<file path="src/inc/fra_consts.vh">
`ifndef FRA_CONSTS_VH
`define FRA_CONSTS_VH
// port numbering: three ingress ports then the egress port
`define FRA_NUM_PORTS 4
`define FRA_NUM_INGRESS 3
`define FRA_EGRESS_PORT 3
// byte lane and counter widths
`define FRA_DATA_W 8
`define FRA_CNT_W 16
// clock and clear interval
`define FRA_CLK_HZ 100000000
`define FRA_CLEAR_PERIOD_S 1
`define FRA_CLEAR_CYCLES (`FRA_CLK_HZ * `FRA_CLEAR_PERIOD_S)
// reset values
`define FRA_CNT_RST 16'h0000
`endif

</file>
<file path="src/hw/fra_pkt_counter.v">
`timescale 1ns/10ps
`include "fra_consts.vh"

// ----------------------------------------------------------------
// per-port saturating packet counter
// ----------------------------------------------------------------
module fra_pkt_counter #(
  parameter CNT_W = `FRA_CNT_W
) (
  input wire sys_clk_i,
  input wire rst_i,
  input wire clear_i,
  input wire frame_done_i,
  output reg [CNT_W-1:0] count_o
);

  // clear wins: a frame ending in the clear cycle is counted in the new interval
  always @(posedge sys_clk_i)
  begin
    if (rst_i)
      count_o <= {CNT_W{1'b0}};
    else if (clear_i)
      count_o <= frame_done_i ? {{(CNT_W-1){1'b0}}, 1'b1} : {CNT_W{1'b0}};
    else if (frame_done_i && (count_o != {CNT_W{1'b1}}))
      count_o <= count_o + {{(CNT_W-1){1'b0}}, 1'b1};
  end

endmodule

</file>
<file path="src/hw/fra_switch.v">
`timescale 1ns/10ps
`include "fra_consts.vh"

// Notes on behaviour
// four 100 Mb/s ports: three ingress from acquisition units, one egress.
// every ingress packet goes to egress by a fixed table, no setup.
// time protocol messages pass through unaltered like all data.
// one packet counter per port, four in all.
// all counters clear to zero once each second; a counter whose frame ends in the clear cycle restarts at one.
// no own address; never answers ping or address-resolution requests.
// ping and address-resolution requests are forwarded like other traffic.
// integrator cascades at most two switches between source and aggregator.
// stand-alone host programs through the unused ingress port.
// count once per complete valid frame, saturating at full scale; egress counts one when a sent and a received frame end together.
// one-second tick from free-running divider starting at reset release.

module fra_switch #(
  parameter DATA_W = `FRA_DATA_W,
  parameter CNT_W = `FRA_CNT_W,
  parameter CLEAR_CYCLES = `FRA_CLEAR_CYCLES
) (
  input wire sys_clk_i,
  input wire rst_i,
  // ingress port streams, one lane each, from the port mac side
  input wire [3*DATA_W-1:0] in_data_i,
  input wire [2:0] in_valid_i,
  input wire [2:0] in_sof_i,
  input wire [2:0] in_eof_i,
  input wire [2:0] in_err_i,
  // egress port stream
  output reg [DATA_W-1:0] out_data_o,
  output reg out_valid_o,
  output reg out_sof_o,
  output reg out_eof_o,
  output reg out_err_o,
  // arbitration grant fed back to ingress macs; stall when low
  output reg [2:0] in_ready_o,
  // frames received on the egress port (counted only, never answered)
  input wire eg_rx_eof_i,
  input wire eg_rx_err_i,
  // per-port counters and the one-second tick
  output reg [CNT_W-1:0] cnt0_o,
  output reg [CNT_W-1:0] cnt1_o,
  output reg [CNT_W-1:0] cnt2_o,
  output reg [CNT_W-1:0] cnt3_o,
  output reg tick_o
);

  // --------------------------------------------------------------
  // one-second divider
  // --------------------------------------------------------------
  localparam [31:0] TICK_LAST = CLEAR_CYCLES - 1;
  reg [31:0] div_r;
  reg tick_nxt;

  // free running from reset release, no software control
  always @(posedge sys_clk_i)
  begin
    if (rst_i)
      div_r <= 32'h00000000;
    else if (div_r == TICK_LAST)
      div_r <= 32'h00000000;
    else
      div_r <= div_r + 32'h00000001;
  end

  always @*
  begin
    tick_nxt = (div_r == TICK_LAST);
  end

  always @(posedge sys_clk_i)
  begin
    if (rst_i)
      tick_o <= 1'b0;
    else
      tick_o <= tick_nxt;
  end

  // --------------------------------------------------------------
  // frame-level arbiter toward egress
  // --------------------------------------------------------------
  localparam [2:0] ST_IDLE = 3'h1;
  localparam [2:0] ST_XFER = 3'h2;
  localparam [2:0] ST_GAP = 3'h4;

  reg [2:0] state_r;
  reg [2:0] state_nxt;
  reg [1:0] owner_r;
  reg [1:0] owner_nxt;
  reg [1:0] last_r;
  reg [1:0] last_nxt;

  // round robin after the last owner so no ingress port starves
  function [1:0] pick;
    input [2:0] req;
    input [1:0] last;
    reg [1:0] p;
    begin
      p = 2'h3;
      case (last)
        2'h0: p = req[1] ? 2'h1 : (req[2] ? 2'h2 : (req[0] ? 2'h0 : 2'h3));
        2'h1: p = req[2] ? 2'h2 : (req[0] ? 2'h0 : (req[1] ? 2'h1 : 2'h3));
        default: p = req[0] ? 2'h0 : (req[1] ? 2'h1 : (req[2] ? 2'h2 : 2'h3));
      endcase
      pick = p;
    end
  endfunction

  // frames are forwarded whole and byte for byte; no content inspection, so
  // time protocol, ping and address-resolution frames all pass untouched
  wire [DATA_W-1:0] sel_data = in_data_i[owner_r*DATA_W +: DATA_W];
  wire sel_valid = in_valid_i[owner_r];
  wire sel_eof = in_eof_i[owner_r];
  wire [1:0] cand = pick(in_valid_i & in_sof_i, last_r);

  always @*
  begin
    state_nxt = state_r;
    owner_nxt = owner_r;
    last_nxt = last_r;
    case (state_r)
      ST_IDLE:
      begin
        if (cand != 2'h3)
        begin
          owner_nxt = cand;
          last_nxt = cand;
          state_nxt = ST_XFER;
        end
      end
      ST_XFER:
      begin
        if (sel_valid && sel_eof && in_ready_o[owner_r])
          state_nxt = ST_GAP;
      end
      ST_GAP:
        state_nxt = ST_IDLE;
      default:
        state_nxt = ST_IDLE;
    endcase
  end

  always @(posedge sys_clk_i)
  begin
    if (rst_i)
    begin
      state_r <= ST_IDLE;
      owner_r <= 2'h0;
      last_r <= 2'h2;
    end
    else
    begin
      state_r <= state_nxt;
      owner_r <= owner_nxt;
      last_r <= last_nxt;
    end
  end

  // grant only the owner while transferring; the egress has no receive
  // path into any reply logic, so the switch itself never answers anything
  always @(posedge sys_clk_i)
  begin
    if (rst_i)
      in_ready_o <= 3'h0;
    else if (state_nxt == ST_XFER && !(state_r == ST_XFER && sel_valid && sel_eof && in_ready_o[owner_r]))
      in_ready_o <= 3'h1 << owner_nxt;
    else
      in_ready_o <= 3'h0;
  end

  // egress register stage: one cycle latency, every ingress frame lands here
  wire take = (state_r == ST_XFER) && sel_valid && in_ready_o[owner_r];

  always @(posedge sys_clk_i)
  begin
    if (rst_i)
    begin
      out_data_o <= {DATA_W{1'b0}};
      out_valid_o <= 1'b0;
      out_sof_o <= 1'b0;
      out_eof_o <= 1'b0;
      out_err_o <= 1'b0;
    end
    else
    begin
      out_data_o <= take ? sel_data : {DATA_W{1'b0}};
      out_valid_o <= take;
      out_sof_o <= take & in_sof_i[owner_r];
      out_eof_o <= take & sel_eof;
      out_err_o <= take & in_err_i[owner_r];
    end
  end

  // --------------------------------------------------------------
  // per-port packet counters
  // --------------------------------------------------------------
  wire [3:0] done;
  wire [CNT_W-1:0] cnt_w0;
  wire [CNT_W-1:0] cnt_w1;
  wire [CNT_W-1:0] cnt_w2;
  wire [CNT_W-1:0] cnt_w3;

  // ingress counts frames it accepts whole and error free
  assign done[0] = take && owner_r == 2'h0 && sel_eof && !in_err_i[0];
  assign done[1] = take && owner_r == 2'h1 && sel_eof && !in_err_i[1];
  assign done[2] = take && owner_r == 2'h2 && sel_eof && !in_err_i[2];
  // egress counts frames sent and frames received, but only one when both end in the same cycle
  assign done[3] = (out_valid_o && out_eof_o && !out_err_o) || (eg_rx_eof_i && !eg_rx_err_i);

  fra_pkt_counter #(.CNT_W(CNT_W)) u_cnt0 (.sys_clk_i(sys_clk_i), .rst_i(rst_i), .clear_i(tick_o),
    .frame_done_i(done[0]), .count_o(cnt_w0));
  fra_pkt_counter #(.CNT_W(CNT_W)) u_cnt1 (.sys_clk_i(sys_clk_i), .rst_i(rst_i), .clear_i(tick_o),
    .frame_done_i(done[1]), .count_o(cnt_w1));
  fra_pkt_counter #(.CNT_W(CNT_W)) u_cnt2 (.sys_clk_i(sys_clk_i), .rst_i(rst_i), .clear_i(tick_o),
    .frame_done_i(done[2]), .count_o(cnt_w2));
  fra_pkt_counter #(.CNT_W(CNT_W)) u_cnt3 (.sys_clk_i(sys_clk_i), .rst_i(rst_i), .clear_i(tick_o),
    .frame_done_i(done[3]), .count_o(cnt_w3));

  // outputs come from flip-flops, so the counters appear one cycle later
  always @(posedge sys_clk_i)
  begin
    if (rst_i)
    begin
      cnt0_o <= `FRA_CNT_RST;
      cnt1_o <= `FRA_CNT_RST;
      cnt2_o <= `FRA_CNT_RST;
      cnt3_o <= `FRA_CNT_RST;
    end
    else
    begin
      cnt0_o <= cnt_w0;
      cnt1_o <= cnt_w1;
      cnt2_o <= cnt_w2;
      cnt3_o <= cnt_w3;
    end
  end

endmodule

</file>
<file path="config.mk">
export PLATFORM = sky130hd
export DESIGN_NAME = fra_switch
export DESIGN_NICKNAME = d
export VERILOG_FILES = /design/src/hw/fra_pkt_counter.v /design/src/hw/fra_switch.v
export VERILOG_INCLUDE_DIRS = /design/src /design/src/inc
export SDC_FILE = /design/constraint.sdc
export NUM_CORES = 1
export LEC_CHECK = 0
export BUFFER_PORTS_ARGS = -buffer_cell sky130_fd_sc_hd__buf_2
export CORE_AREA = 4 4 124 126
export DETAILED_ROUTE_END_ITERATION = 6
export DIE_AREA = 0 0 128 130
export HOLD_SLACK_MARGIN = 0.05
export PLACE_DENSITY = 0.74
export SLEW_MARGIN = 5
export SYNTH_ARGS = -nofsm -noshare
export SYNTH_HDL_FRONTEND = slang
export SYNTH_SLANG_ARGS = --single-unit
</file>
<file path="constraint.sdc">
create_clock -name sys_clk_i -period 4.2 [get_ports sys_clk_i]
set_clock_uncertainty 0.2 [all_clocks]
set_input_delay 1.05 -clock sys_clk_i [delete_from_list [all_inputs] [get_ports sys_clk_i]]
set_output_delay 1.05 -clock sys_clk_i [all_outputs]
set_load 0.05 [all_outputs]
</file>
# == Word-level counts from Yosys, hierarchy flattened ==
# Index checks and enable logic that the tools add are counted.
# op_classes
bitwise,6
n_lt_le_gt_ge,1
eq_ne,12
n_addsub,5
n_reduce_logical,40
mux,37
shifts,2
# ops
op,count
16-bit 2-to-1 mux,8
"16-bit by 1-bit adder with 16-bit output, second input constant",4
"16-bit inequality test, second input constant",4
"32-bit by 1-bit adder with 32-bit output, second input constant",1
"32-bit by 27-bit == test with 1-bit output, second input constant",1
24-bit by 6-bit variable part select with 8-bit output,1
1-bit logical AND,23
2-bit 2-to-1 mux,10
1-bit binary-select mux with 2-bit select,5
1-bit 2-to-1 mux,10
2-bit nonzero test,4
"3-bit by 2-bit == test with 1-bit output, second input constant",2
1-bit logical NOT,6
3-bit 2-to-1 mux,2
3-bit case mux with 2 select lines,1
2-bit OR reduction,3
"2-bit by 1-bit == test with 1-bit output, second input constant",2
2-bit logical NOT,2
2-bit case mux with 2 select lines,1
1-bit bitwise AND,3
3-bit bitwise AND,1
"3-bit by 1-bit == test with 1-bit output, second input constant",1
"2-bit by 3-bit less-than comparator with 1-bit output, second input constant",1
"1-bit by 2-bit left shift with 3-bit output, first input constant",1
5 further kinds,6
# totals
reg_bits,183
elab_cells,122
output_inout_bits,80
in_bits,40

# == Depth between registers and ports, before layout ==
# depth
depth_word,12
depth_mapped,8
ltp_nobuf,6

# == Modules after synthesis ==
# A second synthesis with hierarchy kept.
# hier_totals
cells_unflattened,841
area_unflattened_um2,7646.1
# by_module_without_submodules
mod,instances,seq_area_each_um2,area_per_inst_um2,cells_each
fra_switch,1,2382.3,4282.9,445
fra_pkt_counter,4,320.3,840.8,99

# == Worst setup path after synthesis ==
# Ideal clock, no wire load.
# synth_timing
path_kind,input to register
start,in in_valid_i[2]
end,reg u_cnt1.count_o[0]
t_required_ps,3929
setup_time_ps,71
t_arrival_ps,2311
n_path_buf,1
path_slack_ps,1619
cell_stages,6
cell_sequence,and4b_1 clkbuf_2 o311ai_4 nor2_1 or3b_1 a21oi_1
# synth_via
elab_chain_len,9
elab_cells_between_ends,11
classes_between,4 x mux; 7 x reduce/logical
# synth_lines
element,line_no,text
"start, declared",fra_switch.v:26,"input wire [2:0] in_valid_i,"
1-bit binary-select mux with 2-bit select (*),fra_switch.v:113,wire sel_valid = in_valid_i[owner_r];
1-bit 2-to-1 mux (implied by the code) (*),fra_switch.v:113,
1-bit logical AND (*) (2 in a row),fra_switch.v:173,wire take = (state_r == ST_XFER) && sel_valid && in_ready_o[owner_r];
1-bit logical AND (*) (3 in a row),fra_switch.v:206,assign done[1] = take && owner_r == 2'h1 && sel_eof && !in_err_i[1];
1-bit 2-to-1 mux or 1-bit logical AND (tied branches),"fra_pkt_counter.v:23, fra_pkt_counter.v:24",
16-bit 2-to-1 mux or 2-bit nonzero test (tied branches),-,
"end signal, assigned",fra_pkt_counter.v:21,count_o <= {CNT_W{1'b0}};
"end signal, assigned",fra_pkt_counter.v:23,"count_o <= frame_done_i ? {{(CNT_W-1){1'b0}}, 1'b1} : {CNT_W{1'b0}};"
"end signal, assigned",fra_pkt_counter.v:25,"count_o <= count_o + {{(CNT_W-1){1'b0}}, 1'b1};"
"end, declared",fra_pkt_counter.v:14,output reg [CNT_W-1:0] count_o
# Mark *: on every way between the ends. The rest lies on a longest branch, timed or not. The select of a mux whose other input is x is not followed.
# A chain may end at the register's enable or synchronous reset.

# == Worst setup path in the final report ==
# layout_timing
start,reg owner_r[0]
end,reg u_cnt1.count_o[0]
# layout_via
elab_chain_len,9
elab_cells_between_ends,16
classes_between,1 x eq/ne; 8 x mux; 7 x reduce/logical
# layout_lines
element,line_no,text
"start, declared",fra_switch.v:89,reg [1:0] owner_r;
"start signal, assigned",fra_switch.v:155,owner_r <= owner_nxt;
1-bit binary-select mux with 2-bit select,fra_switch.v:113,
1-bit 2-to-1 mux (implied by the code),fra_switch.v:113,
1-bit logical AND (2 in a row),fra_switch.v:173,
1-bit logical AND,fra_switch.v:206,
1-bit logical AND (*) (2 in a row),fra_switch.v:206,
1-bit 2-to-1 mux or 1-bit logical AND (tied branches),"fra_pkt_counter.v:23, fra_pkt_counter.v:24",
16-bit 2-to-1 mux or 2-bit nonzero test (tied branches),-,
# Marks and branches as above.

==> metrics.md <==
| Metric | Value |
|---|---|
| Max-cap violations | `0` |
| Cell Chain, Critical Path | `and4b_1, o311ai_4, nor2_1, or3b_1, a21oi_1` |
| Clock network power share | `between 40 and 50%` |
| Area share of xor/xnor cells in the synthesized design | `under 10%` |
| Layout cell share with drive strength beyond 1 | `20.0%` |
| Die X-Extent | `128 µm` |
| Weighted congestion at the end of routability-driven global placement | `~0.86` |
| Compound-Gate Fraction of Synth Area | `approximately 8%` |
| Post-route design area | `between 8000 and 9000 µm²` |
| Final WL | `roughly 15,000 µm` |
| Layout filler cell count | `approximately 1,200` |
| Clock buffer count from CTS | `17` |
| Mux share of post-synthesis cell area | `between 2 and 2.5%` |
| Unrepaired setup endpoints after global routing | `false` |
| Clock tree buffer depth | `2` |
| Clk Latency, worst-skew pair | `~0.43 ns` |
| Half-perimeter wire length after placement | `about 11,000 µm` |
| Final setup viols | `0` |
| Sw Ratio | `between 20% and 30%` |
| Element type at the critical path end | `register` |
| Required time worst endpoint | `around 4.4 ns` |
| Highest-delay cell along the critical path | `dfxtp_1` |
| FMAX | `0.345 GHz` |
| Total count of max-transition violations in the final report | `0` |
| Final count of hold timing violations | `0` |
| Area of the mapped netlist | `approximately 7500 µm²` |
| Post-CTS Setup Repair Bufs | `0` |
| Maximum single-stage delay on the critical path | `~0.95 ns` |
| Number of input and output port buffers inserted | `119` |
| Cell variety after synth | `between 60 and 70` |
| Detail Route met2 WL | `~7000 µm` |
| Switching Power | `roughly 0.8 mW` |
| Post-synthesis sequential element count | `between 150 and 200` |
| Biggest area consumer among synthesized cells | `dfxtp_1` |
| Avg Synthesized Cell Area | `a little over 9 µm²` |
| Fraction of registers with async set/reset | `0%` |
| Wire length of the first global-routing pass | `~25,000 µm` |
| Wire length per cell | `about 14 µm` |
| Crit-path max FO | `21` |
| I/O Pins | `120` |
| Vias in the first global route | `roughly 5,300` |
| Slew of the pin with the lowest slew margin | `about 0.95 ns` |
| Vertical die dimension | `around 130 µm` |
| Antenna violations before repair | `0` |
| Total leakage power | `~3.5 nW` |
| Flop2flop setup slack | `about 1.3 ns` |
| CP Class | `register to register` |
| Area added between synthesis and finish | `17.7%` |
| Final period util | `between 60% and 70%` |
| R2r startpoint | `owner_r[0]` |
| GRT Util Overall | `approximately 18%` |
| Post-synth top flop | `dfxtp_1` |
| Mapped Nets | `846` |
| First element of the critical path | `owner_r[0]` |
| Wl on met1 | `slightly above 7000 µm` |
| Total met3 wirelength after detailed routing | `approximately 790 µm` |
| Worst hold path class | `register to register` |
| Total via count after detailed routing | `slightly below 6,000` |
| Iteration-0 DRC count of the detailed router | `between 300 and 400` |
| P per Cell Area | `a little over 400 nW/µm²` |
| Part of the Yosys area used for sequential elements | `approximately half` |
| Root Buffer Master | `clkbuf_16` |
| Count of antenna diodes in the layout | `0` |
| Post-CTS Hold Buffers | `0` |
| Ys Warns | `0` |
| Top cells by area in the synthesized netlist | `dfxtp_1, nor2_1, nor2b_1, xnor2_1, xor2_1` |
| Number of resized instances in the post-cts repair step | `0` |
| Cell count after synthesis | `about 800` |
| Combinational power share | `about 4.8%` |
| Worst Path Buf+Inv | `0` |
| Crit start category | `register` |
| Arrival time of data at the critical path endpoint | `3.06 ns` |
| Synth Area in Adders | `less than 1%` |
| Clock tree from TritonCTS | `yes` |
| Final critical-path required period | `2.90 ns` |
| Count of flip-flops with a built-in enable after synthesis | `0` |
| Area enclosed by the die boundary | `16,600 µm²` |
| Post-detailed-route count of antenna-violating nets | `0` |
| Clock sinks | `~180` |
| Tightest slew margin relative to the limit | `a little over a third` |
| Reg clk slew, reported paths | `0.07 ns` |
| Maximum vdd ir drop | `0.245 mV` |
| Sum Neg Setup Slack | `0 ns` |
| Via density per instance | `roughly 5.3` |
| Starting density of the core | `52.3%` |
| Number of H-tree branching levels | `4` |
| Simple-gate share of the synthesized area | `between 20% and 30%` |
| Final routed DRC violation total | `0` |
| Core box area | `around 14,000 µm²` |
| DP Area | `8170 µm²` |
| Beginning of the worst hold path | `div_r[0]` |
| Remaining global-route overflow | `0` |
| Kind of cell adding the most delay to the critical path | `flip-flops` |
| Proportion of netlist area held by the largest area contributor | `about half` |
| Outcome | `finished clean` |
| Main combinational cell family by area after synthesis | `simple AND/OR/NAND/NOR gates` |
| # rows | `between 40 and 50` |
| Internal Power | `~2.8 mW` |
| Top routing layer in use | `met4` |
| Register share of total power | `between 40% and 50%` |
| Number of nets at the end of the flow | `about 960` |
| Count of TritonRoute iterations in the first routing pass | `5` |
| Pin count of the biggest net entering global routing | `65` |
## Yosys cell counts, types with 4 or more instances
cell,count
or2_2,5
and4_1,5
nor2_1,122
and2_1,7
a21oi_1,29
ha_1,5
xnor2_1,35
and3_1,13
nand3b_1,5
nand3_1,29
nor4_1,18
mux2i_1,18
o21bai_1,4
buf_6,5
nand4_1,31
xor2_1,31
nand2_1,39
clkbuf_1,19
nor4_2,5
dfxtp_1,183
or3_1,12
inv_1,11
o211ai_1,5
buf_2,7
and4bb_2,4
nor3_1,22
o21ai_0,12
nor2b_1,64
## cell families (layout without fill, tap and decap cells)
group                      Yosys count  after routing
AOI/OAI and AO/OA                   86             86
xor gates and xnor gates            66             66
and+or+nand+nor                    398            398
adders and majority gates            5              5
buffers and inverters               45            168
muxes                               18             18
DFF                                183            183
## through the flow
step / hold slack (ns) / setup WS [ns] / utilization, % / total power, mW / cells
floorplan: 0.226 / 1.62 / - / 1.95 / 801
global placement: 0.239 / 1.21 / 57.1 / 1.99 / 1076
detailed placement: 0.247 / 1.18 / 57.1 / 2.00 / 1076
CTS: 0.261 / 1.29 / 61.5 / 3.65 / 1108
global route: 0.278 / 1.08 / 61.5 / 3.74 / 1108
finish: 0.257 / 1.30 / 61.5 / 3.62 / 1108
## power groups by stage
stage | logic, mW | registers [mW] | clock network [mW]
5_1_grt | 0.193 | 1.79 | 1.76
4_1_cts | 0.175 | 1.78 | 1.69
3_5_place_dp | 0.174 | 1.82 | 0
2_1_floorplan | 0.131 | 1.81 | 0
6_report | 0.173 | 1.78 | 1.66
3_3_place_gp | 0.171 | 1.82 | 0
## flip-flops by register name, indices dropped and copies added (netlist names)
register / flops
cnt0_o: 16
cnt1_o: 16
cnt2_o: 16
cnt3_o: 16
div_r: 32
in_ready_o: 3
last_r: 2
out_data_o: 8
out_eof_o: 1
out_err_o: 1
out_sof_o: 1
out_valid_o: 1
owner_r: 2
state_r: 3
tick_o: 1
u_cnt0.count_o: 16
u_cnt1.count_o: 16
u_cnt2.count_o: 16
u_cnt3.count_o: 16
## cell usage in the layout (no fill, tap or decap), types with 12 or more instances in the layout
cell type / instances
a21oi_1: 29
and3_1: 13
buf_2: 119
clkbuf_16: 17
dfxtp_1: 183
mux2i_1: 18
nand2_1: 39
nand3_1: 29
nand4_1: 31
nor2_1: 122
nor2b_1: 64
nor3_1: 22
nor4_1: 18
o21ai_0: 12
or3_1: 12
xnor2_1: 35
xor2_1: 31
## worst paths after layout
kind                       end  depth (start not counted)
max          u_cnt1.count_o[0]                          5
min                   div_r[0]                          1
max reg2reg  u_cnt1.count_o[0]                          5
min reg2reg           div_r[0]                          1
## per-layer routing
metal | vias to the layer above | GRT usage, %
met5 | - | 0
met4 | 0 | 7.99
met3 | 34 | 4.34
met2 | 139 | 28.6
met1 | 2695 | 24.1
li1 | 3013 | -
## cell type report
class	count	area (µm²)	share of cell area [%]
clock inverter	10	141	1.61
tap	184	230	2.61
timing repair buffer	124	633	7.19
multi-input combinational	573	3600	40.9
sequential	183	3660	41.6
clock buffer	22	494	5.61
inverter	12	45.0	0.511
No activity file was read; power rests on OpenSTA's default activity.
